==> src/include/hbp_cfg.svh <==
`ifndef HBP_CFG_SVH
`define HBP_CFG_SVH

// Port style encodings on the two-bit selector
`define STYLE_NONMUX 2'h0
`define STYLE_MUX 2'h1
`define STYLE_SERIAL 2'h2

// Clock rates in kHz
`define CORE_CLK_KHZ 100000
`define INT_CLK_KHZ 48000
// Memory clock is the internal clock divided by this
`define MCLK_DIV 4
// Core cycles per memory-clock period, rounded up (a least time)
`define MCLK_CYC ((`MCLK_DIV * `CORE_CLK_KHZ + `INT_CLK_KHZ - 1) / `INT_CLK_KHZ)
`define MCLK_CNT_W 4

// Recovery intervals in memory-clock periods
`define CPU_REC_MCLK 3
`define DMA_REC_MCLK 2
`define DMA_EXTRA_MCLK 2

// Serial group length and shift register reset value
`define SER_BITS 8
`define SHREG_RST 8'h00
`define AD_RST 8'h00

`endif

==> src/include/hbp_pkg.sv <==
`include "hbp_cfg.svh"

package hbp_pkg;

	// One byte handed to the user side
	typedef struct packed {
		logic dma;
		logic addr;
		logic [7:0] data;
	} host_word_t;

	// Sampled host pins
	typedef struct packed {
		logic [1:0] style;
		logic cs_n;
		logic rd_n;
		logic wr_n;
		logic ale;
		logic a0;
		logic dack_n;
		logic sclk;
		logic sdi;
		logic [7:0] ad;
	} pin_t;

	// Access phase; idle to read, write to recover and recover to idle each change one bit
	typedef enum logic [1:0] {
		PH_IDLE = 2'b00,
		PH_READ = 2'b01,
		PH_WRITE = 2'b11,
		PH_RECOVER = 2'b10
	} phase_t;

	// Whole state of the port
	typedef struct packed {
		pin_t s1;
		pin_t s2;
		pin_t s3;
		phase_t phase;
		logic [`MCLK_CNT_W-1:0] mdiv;
		logic [2:0] rec;
		logic dma_cyc;
		logic intr;
		logic addr;
		logic [7:0] ad_out;
		logic ad_oe_n;
		logic drq;
		logic rd_taken;
		logic push;
		host_word_t word;
		logic [7:0] shreg;
		logic [2:0] bitcnt;
		logic sdo;
	} port_state_t;

endpackage

==> src/verilog/host_bus_port.sv <==
// Operation
// - Selector picks nonmux, mux or serial style
// - Memory clock is internal clock over four
// - Request dropped within two after DMA write
// - Request dropped within two after DMA read
// - DMA recovery two, plus two if interrupted
// - Serial output valid within three memory clocks
// - First eight clocks shift current register
`timescale 1ns/1ps
`include "hbp_cfg.svh"

module host_bus_port (
	// Clock and reset
	input wire logic CORE_CLK_I,
	input wire logic RESETN_I,
	// Port style selector
	input wire logic [1:0] PORT_STYLE_SEL_I,
	// Parallel bus pins
	input wire logic CS_N_I,
	input wire logic RD_N_I,
	input wire logic WR_N_I,
	input wire logic ALE_I,
	input wire logic A0_I,
	input wire logic [7:0] AD_I,
	output logic [7:0] AD_O,
	output logic AD_OE_N_O,
	// DMA handshake
	input wire logic DACK_N_I,
	output logic DRQ_O,
	// Serial slave pins
	input wire logic SERIAL_CLK_I,
	input wire logic SERIAL_DI_I,
	output logic SERIAL_DO_O,
	// User read side
	input wire logic DMA_REQ_I,
	input wire logic [7:0] RD_DATA_I,
	output logic RD_TAKEN_O,
	// User write side
	output logic WR_VALID_O,
	output hbp_pkg::host_word_t WR_WORD_O,
	input wire logic WR_READY_I
);

	hbp_pkg::port_state_t st; // Registered state
	hbp_pkg::port_state_t next_st; // Next state
	logic in_ready; // Buffer has room
	logic tick; // One memory-clock period elapsed
	logic sel; // Chip selected (synced)
	logic dack; // DMA acknowledged (synced)
	logic rd_now; // Read strobe active now
	logic rd_was; // Read strobe active last cycle
	logic wr_now; // Write strobe active now
	logic wr_was; // Write strobe active last cycle
	logic parallel; // A parallel style is selected
	logic [2:0] rec_load; // Recovery length for the ending access
	logic [7:0] rx_byte; // Serial byte completed this edge

	// Strobe qualifier: chip select or acknowledge
	function automatic logic strobe_on(input hbp_pkg::pin_t p, input logic is_rd);
		logic s;
		s = is_rd ? ~p.rd_n : ~p.wr_n;
		return s & (~p.cs_n | ~p.dack_n);
	endfunction

	// Decoded views of the synced pins
	always_comb begin
		sel = ~st.s2.cs_n;
		dack = ~st.s2.dack_n;
		// strobe or select, whichever comes last
		rd_now = strobe_on(st.s2, 1'b1);
		rd_was = strobe_on(st.s3, 1'b1);
		wr_now = strobe_on(st.s2, 1'b0);
		wr_was = strobe_on(st.s3, 1'b0);
		parallel = (st.s2.style == `STYLE_NONMUX) || (st.s2.style == `STYLE_MUX);
		rx_byte = {st.shreg[6:0], st.s2.sdi};
		tick = (st.mdiv == `MCLK_CNT_W'(`MCLK_CYC - 1));
		// interrupted DMA gets the extra periods
		if (st.dma_cyc) begin
			rec_load = st.intr ? 3'(`DMA_REC_MCLK + `DMA_EXTRA_MCLK) : 3'(`DMA_REC_MCLK);
		end else begin
			rec_load = 3'(`CPU_REC_MCLK);
		end
	end

	// Next-state logic
	always_comb begin
		next_st = st;
		// two-flop sync, third stage for edges
		next_st.s1 = '{style: PORT_STYLE_SEL_I, cs_n: CS_N_I, rd_n: RD_N_I, wr_n: WR_N_I,
			ale: ALE_I, a0: A0_I, dack_n: DACK_N_I, sclk: SERIAL_CLK_I,
			sdi: SERIAL_DI_I, ad: AD_I};
		next_st.s2 = st.s1;
		next_st.s3 = st.s2;
		next_st.mdiv = tick ? '0 : st.mdiv + `MCLK_CNT_W'(1);
		next_st.rd_taken = 1'b0;
		// Hold a word until the buffer takes it
		next_st.push = st.push & ~in_ready;

		// latch the address on the latch enable fall
		if (st.s2.style == `STYLE_MUX && st.s3.ale && !st.s2.ale) begin
			next_st.addr = st.s2.ad[0];
		end

		case (st.phase)
			hbp_pkg::PH_IDLE: begin
				// request only with room and a user need
				next_st.drq = DMA_REQ_I & parallel & in_ready & ~st.push;
				if (parallel && rd_now && !rd_was) begin
					// Read start: drive the bus
					next_st.phase = hbp_pkg::PH_READ;
					next_st.dma_cyc = dack;
					next_st.ad_out = RD_DATA_I;
					next_st.ad_oe_n = 1'b0;
					if (st.s2.style == `STYLE_NONMUX) begin
						next_st.addr = st.s2.a0;
					end
				end else if (parallel && wr_now && !wr_was) begin
					// Write start
					next_st.phase = hbp_pkg::PH_WRITE;
					next_st.dma_cyc = dack;
					if (st.s2.style == `STYLE_NONMUX) begin
						next_st.addr = st.s2.a0;
					end
				end
			end
			hbp_pkg::PH_READ: begin
				if (!rd_now) begin
					// read end: release bus, drop request after DMA
					next_st.ad_oe_n = 1'b1;
					next_st.rd_taken = 1'b1;
					next_st.drq = st.drq & ~st.dma_cyc;
					next_st.intr = st.dma_cyc ? 1'b0 : (st.intr | DMA_REQ_I);
					next_st.rec = rec_load;
					next_st.mdiv = '0;
					next_st.phase = hbp_pkg::PH_RECOVER;
				end
			end
			hbp_pkg::PH_WRITE: begin
				if (!wr_now) begin
					// write end: hand over byte, drop request after DMA
					next_st.push = 1'b1;
					next_st.word = '{dma: st.dma_cyc, addr: st.addr, data: st.s3.ad};
					next_st.drq = st.drq & ~st.dma_cyc;
					next_st.intr = st.dma_cyc ? 1'b0 : (st.intr | DMA_REQ_I);
					next_st.rec = rec_load;
					next_st.mdiv = '0;
					next_st.phase = hbp_pkg::PH_RECOVER;
				end
			end
			hbp_pkg::PH_RECOVER: begin
				if (st.rec != 3'h0) begin
					if (tick) begin
						next_st.rec = st.rec - 3'h1;
					end
				end else if (!st.push) begin
					next_st.phase = hbp_pkg::PH_IDLE;
				end
			end
			default: begin
				next_st.phase = hbp_pkg::PH_IDLE;
			end
		endcase

		// Serial slave: sample on rise, launch on fall
		if (st.s2.style == `STYLE_SERIAL) begin
			if (!sel) begin
				// idle select keeps the register contents
				next_st.bitcnt = 3'h0;
				next_st.sdo = st.shreg[7];
			end else if (st.s2.sclk && !st.s3.sclk) begin
				next_st.shreg = rx_byte;
				next_st.bitcnt = st.bitcnt + 3'h1;
				// group of eight completes a byte
				if (st.bitcnt == 3'(`SER_BITS - 1)) begin
					next_st.push = 1'b1;
					next_st.word = '{dma: 1'b0, addr: 1'b0, data: rx_byte};
					next_st.shreg = RD_DATA_I;
					next_st.rd_taken = 1'b1;
				end
			end else if (!st.s2.sclk && st.s3.sclk) begin
				// output bit a few cycles after the fall
				next_st.sdo = st.shreg[7];
			end
		end
	end

	// State register with synchronous reset
	always_ff @(posedge CORE_CLK_I) begin
		if (!RESETN_I) begin
			st <= '0;
			st.s1 <= '1;
			st.s2 <= '1;
			st.s3 <= '1;
			// Latch enable idles low, so no false fall right after reset
			st.s1.ale <= 1'b0;
			st.s2.ale <= 1'b0;
			st.s3.ale <= 1'b0;
			st.phase <= hbp_pkg::PH_IDLE;
			st.ad_out <= `AD_RST;
			st.ad_oe_n <= 1'b1;
			st.shreg <= `SHREG_RST;
		end else begin
			st <= next_st;
		end
	end

	// Stall-tolerant path toward the user
	two_entry_buffer #(
		.W($bits(hbp_pkg::host_word_t))
	) u_wbuf (
		.clk_i(CORE_CLK_I),
		.resetn_i(RESETN_I),
		.in_valid_i(st.push),
		.in_data_i(st.word),
		.in_ready_o(in_ready),
		.out_valid_o(WR_VALID_O),
		.out_data_o(WR_WORD_O),
		.out_ready_i(WR_READY_I)
	);

	// Outputs straight from flops
	assign AD_O = st.ad_out;
	assign AD_OE_N_O = st.ad_oe_n;
	assign DRQ_O = st.drq;
	assign SERIAL_DO_O = st.sdo;
	assign RD_TAKEN_O = st.rd_taken;

endmodule

==> src/verilog/two_entry_buffer.sv <==
`timescale 1ns/1ps

module two_entry_buffer #(
	parameter int W = 10
) (
	// Clock and reset
	input wire logic clk_i,
	input wire logic resetn_i,
	// Filling side
	input wire logic in_valid_i,
	input wire logic [W-1:0] in_data_i,
	output logic in_ready_o,
	// Draining side
	output logic out_valid_o,
	output logic [W-1:0] out_data_o,
	input wire logic out_ready_i
);

	// Head feeds the output, spare catches a word during a stall
	typedef struct packed {
		logic hv;
		logic [W-1:0] head;
		logic sv;
		logic [W-1:0] spare;
	} buf_state_t;

	buf_state_t b;
	buf_state_t next_b;
	logic pop;
	logic push;

	// Ready is registered, so it never depends on the drain combinationally
	always_comb begin
		next_b = b;
		pop = b.hv & out_ready_i;
		push = in_valid_i & ~b.sv;
		if (pop || !b.hv) begin
			// Head slot is free this cycle
			if (b.sv) begin
				next_b.head = b.spare;
				next_b.hv = 1'b1;
				next_b.sv = push;
				next_b.spare = push ? in_data_i : b.spare;
			end else begin
				next_b.hv = push;
				next_b.head = push ? in_data_i : b.head;
			end
		end else if (push) begin
			// Head stalled, park the word
			next_b.sv = 1'b1;
			next_b.spare = in_data_i;
		end
	end

	// State register
	always_ff @(posedge clk_i) begin
		if (!resetn_i) begin
			b <= '0;
		end else begin
			b <= next_b;
		end
	end

	assign in_ready_o = ~b.sv;
	assign out_valid_o = b.hv;
	assign out_data_o = b.head;

endmodule

==> config.mk <==
export PLATFORM = sky130hd
export DESIGN_NAME = host_bus_port
export DESIGN_NICKNAME = d
export VERILOG_FILES = /design/src/include/hbp_pkg.sv /design/src/verilog/host_bus_port.sv /design/src/verilog/two_entry_buffer.sv
export VERILOG_INCLUDE_DIRS = /design/src /design/src/include
export SDC_FILE = /design/constraint.sdc
export NUM_CORES = 1
export LEC_CHECK = 0
export ABC_AREA = 1
export BUFFER_PORTS_ARGS = -buffer_cell sky130_fd_sc_hd__buf_2
export CAP_MARGIN = 5
export CORE_AREA = 2 2 103 105
export CTS_CLUSTER_SIZE = 12
export DETAILED_ROUTE_END_ITERATION = 7
export DIE_AREA = 0 0 105 107
export PLACE_DENSITY_LB_ADDON = 0.25
export SETUP_SLACK_MARGIN = 0.15
export SYNTH_ARGS = -nofsm -noshare
export SYNTH_HDL_FRONTEND = slang
export SYNTH_SLANG_ARGS = --single-unit
==> constraint.sdc <==
create_clock -name CORE_CLK_I -period 1.63 [get_ports CORE_CLK_I]
set_input_delay 0.326 -clock CORE_CLK_I [delete_from_list [all_inputs] [get_ports CORE_CLK_I]]
set_output_delay 0.326 -clock CORE_CLK_I [all_outputs]
set_load 0.005 [all_outputs]
==> results of run 1 <==
-- final cells by class --
type	instances	area (um2)	share of cell area (%)
Sequential cell	118	2360	41.7
Tap cell	136	170	3.00
Timing Repair Buffer	83	563	9.94
Clock buffer	18	428	7.55
Inverter	57	220	3.89
Multi-Input combinational cell	347	1740	30.8
Clock inverter	14	175	3.09
-- cells by family (layout without fill, tap and decap cells) --
kind of cell | after synthesis | count (layout)
AO/OA/AOI/OAI | 101 | 101
adder cells (fa/ha/maj) | 6 | 6
buffers and inverters | 98 | 172
flip-flops | 118 | 118
XOR/XNOR | 3 | 3
AND/OR/NAND/NOR | 237 | 237
-- synth_stat cells (all sizes together), types with 6 or more instances --
master and number:
nand3 17, a21oi 28, ha 6, buf 28
nand2 108, nor2 57, and3 8, clkbuf 13
or2 41, inv 57, o21ai 62, a31oi 10
dfxtp 118
-- routing by layer --
layer / global-route usage, % / vias up
li1: - / 1893
met1: 21.7 / 1588
met2: 27.5 / 92
met3: 5.84 / 6
met4: 5.52 / 0
met5: 0 / -
-- how the worst min path moves through the flow --
stage                  from  cells after the start           to  slack (ns)
3_3_place_gp    next_st[76]                      2  next_st[58]        0.39
3_5_place_dp    next_st[77]                      1  next_st[59]        0.40
5_1_grt        RD_DATA_I[2]                      3      AD_O[2]         0.1
6_report       RD_DATA_I[6]                      3      AD_O[6]        0.09
4_1_cts        RD_DATA_I[6]                      3      AD_O[6]        0.08
2_1_floorplan   next_st[76]                      2  next_st[58]        0.39
-- flip-flops by register name, summed over array words and instances (netlist names) --
name,count
st,41
next_st,36
u_wbuf.b,11
u_wbuf.out_data_o,10
AD_O,8
rx_byte,7
AD_OE_N_O,1
DRQ_O,1
RD_TAKEN_O,1
SERIAL_DO_O,1
u_wbuf.out_valid_o,1
-- cells in the final DEF (no fill, tap or decap), types with 2 or more instances in the layout --
master and instances:
and3_1 8, clkinv_4 4, buf_4 11, clkbuf_16 16
o21ai_1 4, bufinv_16 3, clkinvlp_4 4, nor3_1 3
ha_1 5, o21ai_0 58, dfxtp_1 117, nand2_4 2
buf_2 52, xor2_1 2, nor2_2 4, nand4_1 2
nand2_1 104, a21oi_1 28, inv_6 2, dlygate4sd3_1 18
nand2_2 2, nor2_1 52, buf_12 2, inv_2 4
clkinv_2 2, clkbuf_8 2, or2_2 41, inv_1 51
a31oi_1 10, nand3_1 16
-- metrics by stage --
step                cell area, um2  power (mW)
floorplan                     4550        3.15
global placement              4840        3.22
detailed placement            4840        3.23
CTS                           5630        6.99
global route                  5660        7.20
finish                        5660        6.92
-- power by group --
group / internal, mW / switching (mW)
clock network: 2.38 / 1.35
logic: 0.122 / 0.108
registers: 2.95 / 0.0230
-- repair_timing --
| item | 4_1_cts | 5_1_grt |
|---|---|---|
| setup endpoints to repair | 28 | 40 |
| endpoints found under the hold margin | 18 | 0 |
| hold buffers | 18 | 0 |
| cloned | 0 | 0 |
| setup buffers | 0 | 1 |
| resized for setup | 2 | 11 |
| pin swaps | 0 | 0 |
-- tightest hold or removal path, stage by stage --
cell and delay (ns):
buf_2 0.09, o21ai_0 0.07, nor2_1 0.08
==> insert_results.sql, run 1 <==
INSERT INTO impl_metrics (metric_group, metric, value, unit) VALUES
('critical_path', 'crit_end', 'u_wbuf.b[6]', ''),
('pwr', 'worst_vdd_rail_ir_drop', '0.000551', 'V'),
('critical_path', 'reg2regPathDepth', '8', ''),
('flow_run', 'max-cap-violations', '0', ''),
('placement', 'buffer_ports.inserted', '52', ''),
('synth', 'number_of_enable_flip_flop_cells_after_synthesis', '0', ''),
('synth', 'synthDistinctLibCells', '28', ''),
('routing', 'vias', '3579', ''),
('timing', 'timing.clock.skew', '0.00823', 'ns'),
('placement', 'dpl.hpwl', '5940', 'um'),
('timing', 'setup_viol', '0', ''),
('timing', 'hold_ws', '0.0914', 'ns'),
('critical_path', 'timing.critical_path.from_type', 'flip-flop', ''),
('synth', 'synth_xor_area_share', '0.578', '%'),
('layout', 'fraction_of_layout_cells_with_a_size_suffix_above_1', '24.6', '%'),
('critical_path', 'ff_to_ff_start', 'u_wbuf.out_valid_o', ''),
('layout', 'flow.area_growth_from_synthesis', '24.5', '%'),
('synth', 'post_synth_inst_count', '563', ''),
('synth', 'postSynthNetCount', '599', ''),
('routing', 'drt-met1-wl', '4340', 'um'),
('critical_path', 'worstSetupStartpoint', 'u_wbuf.out_valid_o', ''),
('synth', 'muxShareOfSynthArea', '0', '%'),
('die', 'design.core.area', '10100', 'um2'),
('pwr', 'pwr_density_cell', '1220', 'nW/um2'),
('critical_path', 'critPathSlowestCell', 'dfxtp_1', ''),
('routing', 'detailroute.wirelength.met2', '4040', 'um'),
('timing', 'achievable-frequency', '0.732', 'GHz'),
('synth', 'avgSynthCellArea', '8.08', 'um2'),
('clock_network', 'path_clk_slew', '0.06', 'ns'),
('layout', 'layout.nets', '660', ''),
('global_routing', 'antenna_found_initial', '0', ''),
('synth', 'async_flop_share', '0', '%'),
('timing', 'rsz_0062_raised_after_global_routing', 'true', ''),
('die', 'design.portCount', '53', ''),
('timing', 'slew_viol_final', '0', ''),
('global_routing', 'grt_pass1_wl', '15200', 'um'),
('placement', 'gp_congestion', '0.839', ''),
('routing', 'routed_wire_length_per_instance', '11.5', 'um'),
('timing', 'timing.final.crit_period', '1.37', 'ns'),
('synth', 'seq_area_frac_synth', '51.9', '%'),
('routing', 'drt-vias-per-instance', '4.63', ''),
('layout', 'antenna_cells_inserted', '0', ''),
('layout', 'fillers', '950', ''),
('synth', 'dominantRegCellSynth', 'dfxtp_1', ''),
('critical_path', 'crit_family', 'buffers and inverters', ''),
('synth', 'synth_seq_cells', '118', ''),
('run_status', 'run_status', 'finished, final reports clean', ''),
('min_path', 'worst_hold_check_path_type', 'in2reg', ''),
('die', 'die_height', '107', 'um'),
('critical_path', 'criticalPathCategory', 'reg2reg', ''),
('die', 'std_cell_rows', '37', ''),
('synth', 'yosysTopAreaCell', 'dfxtp_1', ''),
('layout', 'fin_cells', '773', ''),
('clock_network', 'clock_insertion_delay_worst_skew', '0.50', 'ns'),
('placement', 'placed_cells', '722', ''),
('routing', 'met3_length', '437', 'um'),
('critical_path', 'r2r_end', 'u_wbuf.b[6]', ''),
('clock_network', 'maximum_clock_path_buffer_count', '2', ''),
('synth', 'yosys-top-cells-area', 'dfxtp_1 52%, nand2_1 8.7%, o21ai_0 6.7%', ''),
('timing', 'layout_worst_path_cycle_share', '83.8', '%'),
('critical_path', 'data_required_time_of_the_critical_path', '2.07', 'ns'),
('timing', 'worst-slew-pin-transition', '0.675', 'ns'),
('synth', 'main_combinational_cell_family_by_area_after_synthesis', 'simple AND/OR/NAND/NOR gates', ''),
('critical_path', 'critPathBufInv', '4', ''),
('clock_network', 'number_of_sinks_on_the_clock_net', '118', ''),
('pwr', 'cell_leakage_power', '2.47', 'nW'),
('global_routing', 'vias_in_the_first_global_route', '3279', ''),
('global_routing', 'grt_start_max_net_pins', '50', ''),
('clock_network', 'numCtsBuffers', '17', ''),
('synth', 'yosysTopAreaCellShare', '51.9', '%'),
('clock_network', 'cts_tree', 'yes', '');
(Power assumes the default switching activity.)
==> inputs of run 2 (changes only) <==
clock period = 1.2 ns   (was 1.63 ns; I/O delays follow)
==> run 2 against run 1 <==
Net effect:
- total power is 34% higher
- highest routed layer unchanged
- largest cell class unchanged
- clock skew fell by 0.0025 ns
- register-to-register slack got worse by 0.33 ns
- flip-flop and latch count unchanged
- die area stayed put
- critical path type unchanged
- wire length rose by 19%
- core utilization up 11 points
- global-route usage grew 1.8 points
- the run now ends with negative setup slack left
- hold slack lost 0.074 ns
- sequential share of layout area decreased by 6.3 points
- worst setup slack got worse by 0.33 ns
==> insert_results.sql, run 2 (synthesized netlist as in run 1, its figures left out) <==
INSERT INTO impl_metrics (metric_group, metric, value, unit) VALUES
('timing', 'final.setup.worst_slack', '-0.0607', 'ns'),
('critical_path', 'critPathSlowestCell', 'dfxtp_2', ''),
('clock_network', 'clock_insertion_delay_worst_skew', '0.52', 'ns'),
('routing', 'drt_wl_total', '10600', 'um'),
('layout', 'final_design_area_no_fill', '6820', 'um2'),
('layout', 'most-common-layout-cells', '81 x dfxtp_1, 76 x nand2_1, 51 x buf_2, 41 x or2_2, 39 x inv_1', ''),
('critical_path', 'timing.critical_path.from_type', 'flip-flop', ''),
('global_routing', 'grt_remaining_overflow', '0', ''),
('run_status', 'violations', 'negative setup slack', ''),
('pwr', 'cell_leakage_power', '2.87', 'nW'),
('critical_path', 'cp_common_cell', 'ha_4', ''),
('placement', 'dpl.hpwl', '5950', 'um'),
('layout', 'final_common_cell', 'dfxtp_1', ''),
('critical_path', 'worst-endpoint-arrival', '1.67', 'ns'),
('routing', 'dr.pass1.iters', '4', ''),
('die', 'die_area', '11200', 'um2'),
('clock_network', 'maximum_clock_path_buffer_count', '2', ''),
('routing', 'drt-vias-per-instance', '4.80', ''),
('die', 'floorplan.die.width', '105', 'um'),
('die', 'floorplan.initialDensity', '45.1', '%'),
('pwr', 'clkPwrFrac', '51.8', '%'),
('die', 'design.portCount', '53', ''),
('clock_network', 'root_buffer', 'clkbuf_8', ''),
('timing', 'achievable-frequency', '0.793', 'GHz'),
('layout', 'fraction_of_layout_cells_with_a_size_suffix_above_1', '50.3', '%'),
('global_routing', 'vias_in_the_first_global_route', '3799', ''),
('routing', 'detail_route.drc_violations', '0', ''),
('clock_network', 'cts.htree.levels', '4', ''),
('critical_path', 'worst_setup_path_end_kind', 'flip-flop', ''),
('die', 'design.core.area', '10100', 'um2'),
('layout', 'flow.area_growth_from_synthesis', '49.9', '%'),
('global_routing', 'grt_pass1_wl', '16800', 'um'),
('timing', 'setup_viol', '18', ''),
('pwr', 'pwr_density_cell', '1360', 'nW/um2'),
('critical_path', 'timing.critical_path.fanout_max', '6', ''),
('timing', 'hold_ws', '0.0173', 'ns'),
('clock_network', 'numCtsBuffers', '17', ''),
('pwr', 'sw_frac_of_total', '22.4', '%'),
('global_routing', 'antenna_found_initial', '0', ''),
('layout', 'layout.nets', '709', ''),
('clock_network', 'number_of_sinks_on_the_clock_net', '118', ''),
('timing', 'worst-slew-pin-transition', '0.341', 'ns'),
('clock_network', 'cts_tree', 'yes', ''),
('routing', 'vias', '3949', ''),
('min_path', 'hold_path_depth', '3', ''),
('critical_path', 'crit_family', 'adder cells', ''),
('timing', 'final-hold-violation-count', '0', ''),
('timing', 'timing.final.crit_period', '1.26', 'ns'),
('pwr', 'internal-power', '7.20', 'mW'),
('critical_path', 'cp_cell_sequence', 'ha_4, ha_4, buf_8, nand2_4, o21ai_4, o21ai_1, nor2_1', ''),
('clock_network', 'path_clk_slew', '0.06', 'ns'),
('timing', 'rsz_0062_raised_after_global_routing', 'true', ''),
('global_routing', 'globalRouteTotalUtil', '19.0', '%'),
('die', 'die_height', '107', 'um'),
('timing', 'timing.clock.skew', '0.00576', 'ns'),
('critical_path', 'data_required_time_of_the_critical_path', '1.60', 'ns'),
('critical_path', 'critPathBufInv', '1', ''),
('routing', 'routed_wire_length_per_instance', '12.9', 'um'),
('timing', 'slew-limit-headroom', '77.3', '%'),
('layout', 'largest_register', 'st', ''),
('critical_path', 'critical_path.max_stage_delay', '0.33', 'ns'),
('placement', 'post_dp_cell_area', '4990', 'um2'),
('timing', 'timing.setup.tns', '-0.416', 'ns'),
('placement', 'placed_cells', '732', ''),
('flow_run', 'max-cap-violations', '0', ''),
('routing', 'drt_iter0_markers', '137', ''),
('routing', 'antenna_left', '0', ''),
('layout', 'fin_cells', '822', ''),
('global_routing', 'grt_start_max_net_pins', '64', ''),
('pwr', 'worst_vdd_rail_ir_drop', '0.000955', 'V'),
('placement', 'buffer_ports.inserted', '52', ''),
('critical_path', 'criticalPathCategory', 'reg2reg', ''),
('timing', 'slew_viol_final', '0', ''),
('pwr', 'power.share.combinational', '4.7', '%'),
('die', 'std_cell_rows', '37', ''),
('pwr', 'power.sequential.fraction', '43.5', '%'),
('pwr', 'netSwitchingPower', '2.08', 'mW'),
('critical_path', 'reg2regPathDepth', '7', ''),
('min_path', 'worst_hold_check_path_type', 'in2reg', ''),
('placement', 'gp_congestion', '0.853', ''),
('critical_path', 'cp.depth', '7', ''),
('layout', 'largest_register_ffs', '41', ''),
('run_status', 'run_status', 'finished, violations left', ''),
('timing', 'layout_worst_path_cycle_share', '105', '%'),
('layout', 'antenna_cells_inserted', '0', '');
-- run 2: cell types whose count changed in the layout (fill, tap and decap cells not counted), moves of 16 or more --
cell | before | now
o21ai_1 | 4 | 29
buf_6 | 0 | 19
buf_4 | 11 | 27
o21ai_0 | 58 | 6
o21ai_2 | 0 | 24
dfxtp_1 | 117 | 81
dfxtp_2 | 1 | 33
nand2_1 | 104 | 76
nor2_1 | 52 | 31
-- run 2: layer usage --
metal	share of wire (%)	GRT usage [%]	routed length (um)	vias to the layer above
met5	0	0	0	-
met4	1.9	8.86	197	0
met3	3.5	5.35	366	17
met2	51	32.1	5430	85
met1	43	22.2	4580	1836
li1	-	-	-	2011
-- run 2: timing repair --
item / CTS / global route
setup buffers: 14 / 12
endpoints found under the hold margin: 23 / 0
hold buffers: 23 / 0
endpoints found under the setup margin: 88 / 88
resized for setup: 160 / 103
gates cloned: 4 / 5
pin swaps: 50 / 49
-- run 2: power groups by stage --
| stage | logic [mW] | clock network [mW] | registers, mW |
|---|---|---|---|
| 5_1_grt | 0.482 | 5.08 | 4.04 |
| 2_1_floorplan | 0.175 | 0 | 4.11 |
| 4_1_cts | 0.408 | 4.89 | 4.03 |
| 6_report | 0.437 | 4.80 | 4.03 |
| 3_3_place_gp | 0.279 | 0 | 4.12 |
| 3_5_place_dp | 0.287 | 0 | 4.12 |
-- run 2: per-stage QoR --
step	power (mW)	setup slack [ns]	util, %
after floorplan	4.29	-0.0222	-
after global placement	4.40	-0.280	49.4
after detailed placement	4.41	-0.381	49.4
after CTS	9.33	-0.0384	63.2
after global routing	9.60	-0.116	67.6
final	9.27	-0.0607	67.6
-- run 2: area by class of cell --
type | instances | area (um2)
Fill cell | 801 | 3270
Timing Repair inverter | 2 | 15.0
Timing Repair Buffer | 124 | 972
Multi-Input combinational cell | 353 | 2400
Clock buffer | 19 | 422
Sequential cell | 118 | 2420
Clock inverter | 13 | 150
Tap cell | 136 | 170
Inverter | 57 | 274
-- run 2: final timing paths --
| check | from | endpoint | slack [ns] |
|---|---|---|---|
| worst min-delay path | RD_DATA_I[6] | AD_O[6] | 0.02 |
| worst min register to register | next_st[64] | next_st[46] | 0.41 |
| worst max register to register | st[2] | st[11] | -0.06 |
| worst max-delay path | st[2] | st[11] | -0.06 |
-- run 2: worst register-to-register path, cell delays in order, from the launching register on --
cell and delay, ns:
dfxtp_2 0.33, ha_4 0.16, ha_4 0.19, buf_8 0.15
nand2_4 0.06, o21ai_4 0.05, o21ai_1 0.15, nor2_1 0.06
==> inputs of run 3 (changes only) <==
CTS_BUF_LIST = sky130_fd_sc_hd__clkbuf_8   (was unset)
==> run 3 against run 2 <==
Net effect:
- the flow still finishes with violations (negative setup slack)
- fmax fell by 0.72%
- worst setup slack got worse by 0.0092 ns
- die area did not move
- global-route usage rose by 0.11 points
==> insert_results.sql, run 3 (synthesized netlist as in run 1, its figures left out) <==
INSERT INTO impl_metrics (metric_group, metric, value, unit) VALUES
('run_status', 'run_status', 'finished, violations left', ''),
('run_status', 'violations', 'negative setup slack', ''),
('timing', 'achievable-frequency', '0.787', 'GHz'),
('routing', 'drt_iter0_markers', '105', ''),
('die', 'design.portCount', '53', ''),
('clock_network', 'maximum_clock_path_buffer_count', '2', ''),
('layout', 'most-common-layout-cells', '80 x dfxtp_1, 69 x nand2_1, 51 x buf_2, 41 x inv_1, 41 x or2_2', ''),
('placement', 'post_dp_cell_area', '4990', 'um2'),
('routing', 'dr.pass1.iters', '4', ''),
('global_routing', 'antenna_found_initial', '0', ''),
('global_routing', 'vias_in_the_first_global_route', '3719', ''),
('pwr', 'sw_frac_of_total', '24.0', '%'),
('die', 'die_height', '107', 'um'),
('pwr', 'internal-power', '6.07', 'mW'),
('pwr', 'power.sequential.fraction', '50.4', '%'),
('critical_path', 'criticalPathCategory', 'reg2reg', ''),
('timing', 'timing.final.crit_period', '1.27', 'ns'),
('timing', 'setup_viol', '20', ''),
('timing', 'slew-limit-headroom', '75.9', '%'),
('timing', 'worst-slew-pin-transition', '0.361', 'ns'),
('timing', 'final.setup.worst_slack', '-0.0699', 'ns'),
('timing', 'rsz_0062_raised_after_global_routing', 'true', ''),
('clock_network', 'numCtsBuffers', '17', ''),
('layout', 'final_design_area_no_fill', '6840', 'um2'),
('timing', 'timing.clock.skew', '0.0107', 'ns'),
('critical_path', 'worst_setup_path_end_kind', 'flip-flop', ''),
('routing', 'drt-vias-per-instance', '4.84', ''),
('placement', 'gp_congestion', '0.853', ''),
('critical_path', 'data_required_time_of_the_critical_path', '1.52', 'ns'),
('pwr', 'pwr_density_cell', '1170', 'nW/um2'),
('routing', 'antenna_left', '0', ''),
('layout', 'layout.nets', '710', ''),
('timing', 'timing.setup.tns', '-0.615', 'ns'),
('global_routing', 'grt_remaining_overflow', '0', ''),
('layout', 'largest_register_ffs', '41', ''),
('routing', 'routed_wire_length_per_instance', '13.5', 'um'),
('critical_path', 'worst-endpoint-arrival', '1.59', 'ns'),
('die', 'floorplan.initialDensity', '45.1', '%'),
('die', 'std_cell_rows', '37', ''),
('min_path', 'worst_hold_check_path_type', 'in2reg', ''),
('routing', 'detail_route.drc_violations', '0', ''),
('timing', 'slew_viol_final', '0', ''),
('layout', 'flow.area_growth_from_synthesis', '50.3', '%'),
('critical_path', 'timing.critical_path.from_type', 'flip-flop', ''),
('routing', 'vias', '3981', ''),
('critical_path', 'reg2regPathDepth', '6', ''),
('critical_path', 'timing.critical_path.fanout_max', '5', ''),
('clock_network', 'clock_insertion_delay_worst_skew', '0.43', 'ns'),
('clock_network', 'root_buffer', 'clkbuf_8', ''),
('die', 'design.core.area', '10100', 'um2'),
('clock_network', 'path_clk_slew', '0.07', 'ns'),
('pwr', 'clkPwrFrac', '43.9', '%'),
('timing', 'final-hold-violation-count', '0', ''),
('placement', 'dpl_worst_slack', '-0.381', 'ns'),
('clock_network', 'cts_tree', 'yes', ''),
('global_routing', 'grt_pass1_wl', '17000', 'um'),
('layout', 'final_common_cell', 'dfxtp_1', ''),
('pwr', 'power.share.combinational', '5.6', '%'),
('timing', 'layout_worst_path_cycle_share', '106', '%'),
('routing', 'drt_wl_total', '11100', 'um'),
('clock_network', 'cts.htree.levels', '4', ''),
('placement', 'dpl.hpwl', '5950', 'um'),
('global_routing', 'grt_start_max_net_pins', '64', ''),
('layout', 'antenna_cells_inserted', '0', ''),
('layout', 'largest_register', 'st', ''),
('layout', 'fraction_of_layout_cells_with_a_size_suffix_above_1', '54.6', '%'),
('pwr', 'netSwitchingPower', '1.92', 'mW'),
('global_routing', 'globalRouteTotalUtil', '19.1', '%'),
('placement', 'buffer_ports.inserted', '52', ''),
('pwr', 'cell_leakage_power', '2.87', 'nW'),
('pwr', 'worst_vdd_rail_ir_drop', '0.000948', 'V'),
('flow_run', 'max-cap-violations', '0', ''),
('min_path', 'hold_path_depth', '3', ''),
('clock_network', 'number_of_sinks_on_the_clock_net', '118', ''),
('die', 'floorplan.die.width', '105', 'um'),
('die', 'die_area', '11200', 'um2');
==> run 3: cell count changes in the layout (fill, tap and decap cells not counted), moves of 5 or more <==
cell           previous run  this run
o21ai_2                  24        29
nand2_2                  15        20
clkbuf_8                  1        17
o21ai_1                  29        20
dlygate4sd3_1            23        18
nand2_1                  76        69
clkbuf_16                16         0
buf_12                    2         8
==> run 3: path summary, 6_finish.rpt <==
kind         slack (ns)          end         start
min reg2reg        0.41  next_st[47]   next_st[65]
max reg2reg       -0.07       st[13]         st[2]
max               -0.07       st[13]         st[2]
min                 0.1      AD_O[0]  RD_DATA_I[0]
==> run 3: critical path: stages, from the launching register on <==
cell     delay (ns)
dfxtp_2        0.36
ha_4           0.14
ha_4           0.19
buf_12         0.17
nand2_8        0.09
o21ai_4        0.17
nor2_2         0.04
==> run 3: area by class of cell <==
class | instances | area, um2
Inverter | 57 | 282
Clock inverter | 15 | 158
Timing Repair inverter | 3 | 20.0
Tap cell | 136 | 170
Timing Repair Buffer | 124 | 1020
Multi-Input combinational cell | 353 | 2540
Fill cell | 804 | 3260
Sequential cell | 118 | 2420
Clock buffer | 17 | 234
==> run 3: routing by layer <==
layer	GRT usage (%)	part of all wire, %	up-vias
li1	-	-	2009
met1	22.4	41	1863
met2	33.7	54	96
met5	0	0	-
met3	5.23	3.4	13
met4	6.38	1.7	0
==> run 3: repair_timing <==
action	4_1_cts	5_1_grt
setup buffers	16	15
resized for setup	172	127
gates cloned	6	4
setup endpoints to repair	88	89
hold endpoints to repair	18	0
hold buffers	18	0
pin swaps	60	54
==> run 3: through the flow <==
stage               utilization, %  hold WS, ns  power [mW]  instances
floorplan                        -        0.338        4.29        563
global placement              49.4        0.394        4.40        732
detailed placement            49.4        0.398        4.41        732
CTS                           61.9       0.0763        7.99        804
global route                  67.7       0.0989        8.28        823
finish                        67.7       0.0977        7.99        823
==> run 3: power groups by stage <==
| stage | Combinational [mW] | Clock (mW) | Sequential, mW |
|---|---|---|---|
| floorplan | 0.175 | 0 | 4.11 |
| global placement | 0.279 | 0 | 4.12 |
| detailed placement | 0.287 | 0 | 4.12 |
| CTS | 0.400 | 3.57 | 4.03 |
| global route | 0.491 | 3.76 | 4.03 |
| finish | 0.450 | 3.51 | 4.03 |
